==> src/design/swwd_pkg.sv <==
package swwd_pkg;

  // Clock and timebase
  localparam longint unsigned CLK_PERIOD_PS = 4000;
  localparam longint unsigned PS_PER_US = 1000000;
  localparam int unsigned CNT_W = 32;

  // Times in microseconds
  localparam longint unsigned RST_DELAY_US = 200;
  localparam longint unsigned WIN0_LOWER_US = 1000;
  localparam longint unsigned WIN0_UPPER_US = 10000;
  localparam longint unsigned WIN1_LOWER_US = 10000;
  localparam longint unsigned WIN1_UPPER_US = 100000;

  // Cycle counts: lower bounds round up, upper bounds and delay round down
  localparam logic [CNT_W-1:0] RST_DELAY_CYC =
    CNT_W'(RST_DELAY_US * PS_PER_US / CLK_PERIOD_PS);
  localparam logic [CNT_W-1:0] WIN0_LOWER_CYC =
    CNT_W'((WIN0_LOWER_US * PS_PER_US + CLK_PERIOD_PS - 1) / CLK_PERIOD_PS);
  localparam logic [CNT_W-1:0] WIN0_UPPER_CYC =
    CNT_W'(WIN0_UPPER_US * PS_PER_US / CLK_PERIOD_PS);
  localparam logic [CNT_W-1:0] WIN1_LOWER_CYC =
    CNT_W'((WIN1_LOWER_US * PS_PER_US + CLK_PERIOD_PS - 1) / CLK_PERIOD_PS);
  localparam logic [CNT_W-1:0] WIN1_UPPER_CYC =
    CNT_W'(WIN1_UPPER_US * PS_PER_US / CLK_PERIOD_PS);
  localparam logic [CNT_W-1:0] CNT_ZERO = 32'h0000_0000;
  localparam logic [CNT_W-1:0] CNT_ONE = 32'h0000_0001;

  // Reset supervisor states
  typedef enum logic [1:0] {
    SWWD_RS_ASSERT = 2'h0,
    SWWD_RS_DELAY = 2'h1,
    SWWD_RS_RUN = 2'h3
  } swwd_rst_e;

  // Watchdog states
  typedef enum logic [1:0] {
    SWWD_WD_IDLE = 2'h0,
    SWWD_WD_WINDOW = 2'h1,
    SWWD_WD_FAULT = 2'h3
  } swwd_wd_e;

  // Input pins of the supervisor
  typedef struct packed {
    logic undervoltage_in;
    logic manual_reset_n;
    logic watchdog_enable_in;
    logic watchdog_service_in;
    logic timeout_select_in;
  } swwd_pins_s;

  // Values after reset
  localparam swwd_pins_s PINS_RST = 5'h12;
  localparam logic LEVEL_RST = 1'h0;
  localparam logic FAULT_LEVEL_RST = 1'h1;
  localparam logic OE_RST = 1'h1;
  localparam logic FAULT_OE_RST = 1'h0;

endpackage : swwd_pkg

==> src/design/swwd_top.sv <==
// Overview of operation
// - Undervoltage drives reset output low.
// - Supply good starts delay, then releases reset.
// - Power-on reset held until supply good, delay.
// - Enable input low disables watchdog entirely.
// - Service ignored in reset, fault, disabled.
// - Window violation asserts watchdog fault output.
// - Fault held for reset delay, then released.
// - Fault asserts only while reset released.
// - Reset low releases fault output.
// - Manual reset low asserts, delay after release.
`timescale 1ns/1ps
module swwd_top #(
  parameter logic [31:0] RST_DELAY_CYC = swwd_pkg::RST_DELAY_CYC,
  parameter logic [31:0] WIN0_LOWER_CYC = swwd_pkg::WIN0_LOWER_CYC,
  parameter logic [31:0] WIN0_UPPER_CYC = swwd_pkg::WIN0_UPPER_CYC,
  parameter logic [31:0] WIN1_LOWER_CYC = swwd_pkg::WIN1_LOWER_CYC,
  parameter logic [31:0] WIN1_UPPER_CYC = swwd_pkg::WIN1_UPPER_CYC
) (
  input wire logic clk,
  input wire logic sys_rst,
  input wire swwd_pkg::swwd_pins_s pins,
  output logic reset_n,
  output logic reset_oe,
  output logic watchdog_fault_n,
  output logic watchdog_fault_oe
);
  import swwd_pkg::*;

  swwd_pins_s sync1_reg;
  swwd_pins_s sync2_reg;
  logic svc_prev_reg;
  swwd_rst_e rs_reg;
  swwd_rst_e rs_next;
  swwd_wd_e wd_reg;
  swwd_wd_e wd_next;
  logic [CNT_W-1:0] rs_cnt_reg;
  logic [CNT_W-1:0] rs_cnt_next;
  logic [CNT_W-1:0] wd_cnt_reg;
  logic [CNT_W-1:0] wd_cnt_next;

  // Input synchronisers
  always_ff @(posedge clk) begin
    if (sys_rst) begin
      sync1_reg <= PINS_RST;
      sync2_reg <= PINS_RST;
      svc_prev_reg <= PINS_RST.watchdog_service_in;
    end else begin
      sync1_reg <= pins;
      sync2_reg <= sync1_reg;
      svc_prev_reg <= sync2_reg.watchdog_service_in;
    end
  end

  // Decode
  wire hold_w = sync2_reg.undervoltage_in | ~sync2_reg.manual_reset_n;
  wire en_w = sync2_reg.watchdog_enable_in;
  wire edge_w = svc_prev_reg & ~sync2_reg.watchdog_service_in;
  wire [CNT_W-1:0] lower_w =
    sync2_reg.timeout_select_in ? WIN1_LOWER_CYC : WIN0_LOWER_CYC;
  wire [CNT_W-1:0] upper_w =
    sync2_reg.timeout_select_in ? WIN1_UPPER_CYC : WIN0_UPPER_CYC;
  wire rs_done_w = (rs_cnt_reg == RST_DELAY_CYC - CNT_ONE);
  wire wd_done_w = (wd_cnt_reg == RST_DELAY_CYC - CNT_ONE);
  wire early_w = (wd_cnt_reg < lower_w);
  wire late_w = (wd_cnt_reg == upper_w - CNT_ONE);
  wire run_w = (rs_next == SWWD_RS_RUN);

  // Reset supervisor
  always_comb begin
    rs_next = rs_reg;
    rs_cnt_next = rs_cnt_reg;
    case (rs_reg)
      SWWD_RS_ASSERT: begin
        rs_cnt_next = CNT_ZERO;
        if (!hold_w) begin
          rs_next = SWWD_RS_DELAY;
        end
      end
      SWWD_RS_DELAY: begin
        rs_cnt_next = rs_cnt_reg + CNT_ONE;
        if (hold_w) begin
          rs_next = SWWD_RS_ASSERT;
        end else if (rs_done_w) begin
          rs_next = SWWD_RS_RUN;
        end
      end
      SWWD_RS_RUN: begin
        if (hold_w) begin
          rs_next = SWWD_RS_ASSERT;
        end
      end
      default: begin
        rs_next = SWWD_RS_ASSERT;
      end
    endcase
  end

  // Watchdog window
  always_comb begin
    wd_next = wd_reg;
    wd_cnt_next = wd_cnt_reg + CNT_ONE;
    case (wd_reg)
      SWWD_WD_IDLE: begin
        wd_cnt_next = CNT_ZERO;
        if (en_w) begin
          wd_next = SWWD_WD_WINDOW;
        end
      end
      SWWD_WD_WINDOW: begin
        if (edge_w) begin
          wd_cnt_next = CNT_ZERO;
          wd_next = early_w ? SWWD_WD_FAULT : SWWD_WD_WINDOW;
        end else if (late_w) begin
          wd_cnt_next = CNT_ZERO;
          wd_next = SWWD_WD_FAULT;
        end
      end
      SWWD_WD_FAULT: begin
        if (wd_done_w) begin
          wd_cnt_next = CNT_ZERO;
          wd_next = SWWD_WD_WINDOW;
        end
      end
      default: begin
        wd_next = SWWD_WD_IDLE;
      end
    endcase
    if (!run_w || !en_w || (rs_reg != SWWD_RS_RUN)) begin
      wd_next = SWWD_WD_IDLE;
      wd_cnt_next = CNT_ZERO;
    end
  end

  wire wd_fault_next_w = (wd_next == SWWD_WD_FAULT);

  always_ff @(posedge clk) begin
    if (sys_rst) begin
      rs_reg <= SWWD_RS_ASSERT;
      wd_reg <= SWWD_WD_IDLE;
      rs_cnt_reg <= CNT_ZERO;
      wd_cnt_reg <= CNT_ZERO;
      reset_n <= LEVEL_RST;
      reset_oe <= OE_RST;
      watchdog_fault_n <= FAULT_LEVEL_RST;
      watchdog_fault_oe <= FAULT_OE_RST;
    end else begin
      rs_reg <= rs_next;
      wd_reg <= wd_next;
      rs_cnt_reg <= rs_cnt_next;
      wd_cnt_reg <= wd_cnt_next;
      reset_n <= run_w;
      reset_oe <= ~run_w;
      watchdog_fault_n <= ~wd_fault_next_w;
      watchdog_fault_oe <= wd_fault_next_w;
    end
  end

  property p_uv_reset;
    @(posedge clk) disable iff (sys_rst)
    sync2_reg.undervoltage_in |=> !reset_n && reset_oe;
  endproperty
  a_uv_reset: assert property (p_uv_reset)
    else $error("reset not driven on undervoltage");

  property p_release;
    @(posedge clk) disable iff (sys_rst)
    $rose(reset_n) |-> $past(rs_reg) == SWWD_RS_DELAY
      && $past(rs_cnt_reg) == RST_DELAY_CYC - CNT_ONE;
  endproperty
  a_release: assert property (p_release)
    else $error("reset released before delay completed");

  property p_release_good;
    @(posedge clk) disable iff (sys_rst)
    $rose(reset_n) |-> !$past(hold_w) ##0 !$past(hold_w, 2);
  endproperty
  a_release_good: assert property (p_release_good)
    else $error("reset released while supply not good");

  property p_disable;
    @(posedge clk) disable iff (sys_rst)
    !en_w |=> watchdog_fault_n && wd_reg == SWWD_WD_IDLE;
  endproperty
  a_disable: assert property (p_disable)
    else $error("watchdog active while disabled");

  property p_ignore;
    @(posedge clk) disable iff (sys_rst)
    edge_w && wd_reg == SWWD_WD_FAULT && !wd_done_w
      |=> wd_reg != SWWD_WD_WINDOW;
  endproperty
  a_ignore: assert property (p_ignore)
    else $error("service edge accepted during fault");

  property p_late;
    @(posedge clk) disable iff (sys_rst)
    wd_reg == SWWD_WD_WINDOW && late_w && !edge_w && en_w && !hold_w
      |=> !watchdog_fault_n ##0 watchdog_fault_oe;
  endproperty
  a_late: assert property (p_late)
    else $error("missing service did not fault");

  property p_fault_len;
    @(posedge clk) disable iff (sys_rst)
    $rose(watchdog_fault_n) |-> $past(wd_done_w) || $past(hold_w)
      || !$past(en_w) || !$past(reset_n);
  endproperty
  a_fault_len: assert property (p_fault_len)
    else $error("fault released before reset delay");

  property p_fault_reset;
    @(posedge clk) disable iff (sys_rst)
    !watchdog_fault_n |-> reset_n;
  endproperty
  a_fault_reset: assert property (p_fault_reset)
    else $error("fault asserted while reset low");

  property p_mr;
    @(posedge clk) disable iff (sys_rst)
    !sync2_reg.manual_reset_n |=> !reset_n ##1 !reset_n;
  endproperty
  a_mr: assert property (p_mr)
    else $error("manual reset did not hold reset");

  property p_early;
    @(posedge clk) disable iff (sys_rst)
    wd_reg == SWWD_WD_WINDOW && edge_w && en_w && !hold_w
      |=> (watchdog_fault_n == !$past(early_w)) && wd_cnt_reg == CNT_ZERO;
  endproperty
  a_early: assert property (p_early)
    else $error("service edge misjudged");

  c_release: cover property (@(posedge clk) disable iff (sys_rst)
    $rose(reset_n));
  c_late: cover property (@(posedge clk) disable iff (sys_rst)
    $fell(watchdog_fault_n) && !$past(edge_w));
  c_early: cover property (@(posedge clk) disable iff (sys_rst)
    wd_reg == SWWD_WD_WINDOW && edge_w && early_w);
  c_valid: cover property (@(posedge clk) disable iff (sys_rst)
    wd_reg == SWWD_WD_WINDOW && edge_w && !early_w);

endmodule : swwd_top

==> config.mk <==
export PLATFORM = sky130hd
export DESIGN_NAME = swwd_top
export DESIGN_NICKNAME = d
export VERILOG_FILES = /design/src/design/swwd_pkg.sv /design/src/design/swwd_top.sv
export SDC_FILE = /design/constraint.sdc
export NUM_CORES = 1
export LEC_CHECK = 0
export BUFFER_PORTS_ARGS = -buffer_cell sky130_fd_sc_hd__clkbuf_2
export CAP_MARGIN = 10
export CORE_MARGIN = 3
export CORE_UTILIZATION = 55
export CTS_BUF_LIST = sky130_fd_sc_hd__clkbuf_4 sky130_fd_sc_hd__clkbuf_8
export CTS_CLUSTER_DIAMETER = 80
export DETAILED_ROUTE_END_ITERATION = 16
export PLACE_DENSITY = 0.72
export RECOVER_POWER = 50
export SYNTH_ARGS = -nofsm -noshare
export SYNTH_HDL_FRONTEND = slang
export SYNTH_SLANG_ARGS = --single-unit
==> constraint.sdc <==
create_clock -name clk -period 3.8 [get_ports clk]
set_input_delay 0.19 -clock clk [delete_from_list [all_inputs] [get_ports clk]]
set_output_delay 0.19 -clock clk [all_outputs]
set_load 0.05 [all_outputs]
==> key figures <==
Logic synthesis
  • Async S/R FF share, synth: 0%
  • Synth cell types: 45
  • EDFF count, synth: 0
  • Syn avg cell area: 9.09 µm²
  • Sequential share of the synthesized area: 41.4%
  • Synth Cell Area: 4020 µm²
  • Synthesis Warnings: 0
  • Number of synthesized register bits: 83
  • Post-Syn Nets: 461
  • Mapped Cells: 442
  • Prevailing post-synth register cell: dfxtp_1

Floorplanning
  • Ports: 11
  • Row cnt: 30
  • Starting Density: 57.8%
  • Die ar.: 8360 µm²
  • Core area: 6940 µm²
  • Die Wd: 91.5 µm
  • Die span in y: 91.5 µm

Placed design
  • DP HPWL: 5.42 mm
  • Buffers on Ports: 10
  • RD Place Congestion: 0.821
  • Placed cell count: 536
  • Post-place setup slack: 0.579 ns

Worst setup path
  • Critical Setup Path Class: reg -> reg
  • Top delay family on crit path: simple AND/OR/NAND/NOR gates
  • Worst Path Max Fanout: 22
  • CP Capture Type: flip-flop
  • Crit path arrival time: 3.48 ns
  • Critical path, cell by cell: inv_1, ha_1, or4bb_1, or4_4, a2111oi_4, a2bb2oi_4, buf_12, nor2_2
  • Critical Path RT: 4.04 ns
  • CP bufs+invs: 2
  • CP Launch Type: flip-flop
  • Slowest stage delay, CP: 0.51 ns
  • Max stage delay cell, worst path: dfxtp_1

STA
  • Max-slew headroom: 24.3%
  • Slew @ Worst Pin: 1.13 ns
  • Clock skew: 0.00893 ns
  • Unrepaired setup endpoints after global routing: false
  • Slew Viols, Final: 0
  • Worst setup margin: 0.562 ns
  • Setup TNS: 0 ns
  • Period utilisation layout: 85.2%
  • Fin crit period: 3.24 ns
  • Max Freq: 309 MHz
  • Final-report hold violation count: 0
  • Final setup vio count: 0

CTS
  • Max clock buf depth: 2
  • Worst-Skew Late Latency: 0.35 ns
  • H-tree depth reported by CTS: 3
  • Hold buffers post-CTS: 0
  • CTS Sinks: 83
  • Post-CTS Repair Setup Buffers: 0
  • CTS tree: built
  • Root buffer cell: clkbuf_8
  • Clk slew on worst S/H paths: 0.08 ns
  • TritonCTS Buffers: 9
  • Post-CTS sizing: 0

Cells and area
  • Area grow syn2layout: 7.32%
  • Ant diodes: 0
  • Share of cells above drive strength 1: 14.0%
  • Final cell count without fillers: 553
  • NumNets Final: 471

Run status
  • Status: completed

Global route
  • All-Layer GR Usage: 19.2%
  • Initial antenna violation count: 0
  • Global-route wire length before repair: 13.1 mm
  • Vias in the first global route: 2826
  • Grt ovf: 0
  • Largest net degree at the start of global routing: 32

Routing
  • DRC: 0
  • Drt first pass iters: 4
  • Vias/cell: 5.56
  • Routed WL: 7.50 mm
  • DRT antenna net count: 0
  • Vias: 3077
  • DRT iter0 DRCs: 124
  • Routed WL per cell: 13.6 µm

Flow run
  • MaxCap Viol Count: 0

Pwr
  • Max IR drop VDD: 0.000222 V
  • Pleak: 0.00141 µW
  • Pwr Density: 349 nW/µm²

Worst hold path
  • Min-delay worst type: in -> reg
==> power by group <==
part           switching, µW  internal (µW)  total [µW]
clock                    293            316         609
combinational           8.11           8.63        16.7
sequential              2.31            874         876
total                    303           1200        1500
==> Yosys cell counts, types with 6 or more instances <==
library cell | n | share of area [%]
a21oi_1 | 6 | 0.75
and3_1 | 14 | 2.2
and4_1 | 7 | 1.5
clkbuf_1 | 13 | 1.2
dfxtp_1 | 83 | 41
ha_1 | 12 | 3.7
inv_1 | 6 | 0.56
nand2_1 | 26 | 2.4
nand3_1 | 26 | 3.2
nand4_1 | 29 | 4.5
nor2_1 | 45 | 4.2
nor2_2 | 30 | 4.7
nor2b_1 | 10 | 1.6
nor3_1 | 11 | 1.4
nor4_1 | 10 | 1.6
o21ai_0 | 8 | 1.0
xnor2_1 | 20 | 4.4
xor2_1 | 38 | 8.3
==> cells by family after synthesis <==
kind of cell               after synthesis  share of synthesized area [%]
DFF                                     83                           41.4
AOI/OAI and AO/OA                       27                           5.45
buffers and inverters                   22                           3.27
xor gates and xnor gates                58                           12.6
muxes                                    1                          0.249
and+or+nand+nor                        239                           33.3
adders and majority gates               12                           3.74
==> per-layer routing <==
layer,vias to the layer above,GRT usage (%),share of wire [%]
met5,-,0,0
met4,0,6.03,1.1
met3,7,4.06,4.3
met2,59,28.5,43
met1,1430,27.8,52
li1,1581,-,-
==> placed cells by master, fill, tap and decap left out, types with 2 or more instances in the layout <==
cell      count
dfxtp_1      83
nor2_1       45
xor2_1       38
nor2_2       30
nand4_1      29
nand2_1      26
nand3_1      26
xnor2_1      20
and3_1       14
ha_1         12
nor3_1       11
nor4_1       10
nor2b_1      10
clkbuf_8      9
o21ai_0       8
and4_1        7
inv_1         6
a21oi_1       6
clkbuf_1      6
or3_1         5
or4_1         5
nor4b_1       5
or2_2         5
clkbuf_2      5
clkinv_2      3
buf_4         3
and2_1        2
o21a_1        2
o41ai_1       2
clkbuf_4      2
==> worst paths after layout <==
| check | start | to | slack [ns] | depth (start not counted) |
|---|---|---|---|---|
| setup / recovery | sync2_reg[0] | wd_cnt_reg[27] | 0.56 | 8 |
| hold reg to reg | sync1_reg[1] | sync2_reg[1] | 0.41 | 1 |
| setup reg to reg | sync2_reg[0] | wd_cnt_reg[27] | 0.56 | 8 |
| hold / removal | pins[1] | sync1_reg[1] | 0.03 | 2 |
==> cell type report <==
| class | count | area (µm²) |
|---|---|---|
| Clock buffer | 11 | 139 |
| Clock inverter | 5 | 53.8 |
| Fill cell | 614 | 2630 |
| Inverter | 6 | 22.5 |
| Multi-Input combinational cell | 337 | 2220 |
| Sequential cell | 83 | 1660 |
| Tap cell | 96 | 120 |
| Timing Repair Buffer | 15 | 90.1 |
==> per-stage QoR <==
step	instance area, µm²	hold slack [ns]	total power [µW]	util [%]
6_report	4310	0.0285	1500	62.1
5_1_grt	4310	0.0221	1570	62.1
4_1_cts	4320	0.0110	1530	62.2
3_5_place_dp	4120	0.379	914	59.4
3_3_place_gp	4120	0.376	913	59.4
2_1_floorplan	4020	0.262	908	-
(Power assumes the default switching activity.)
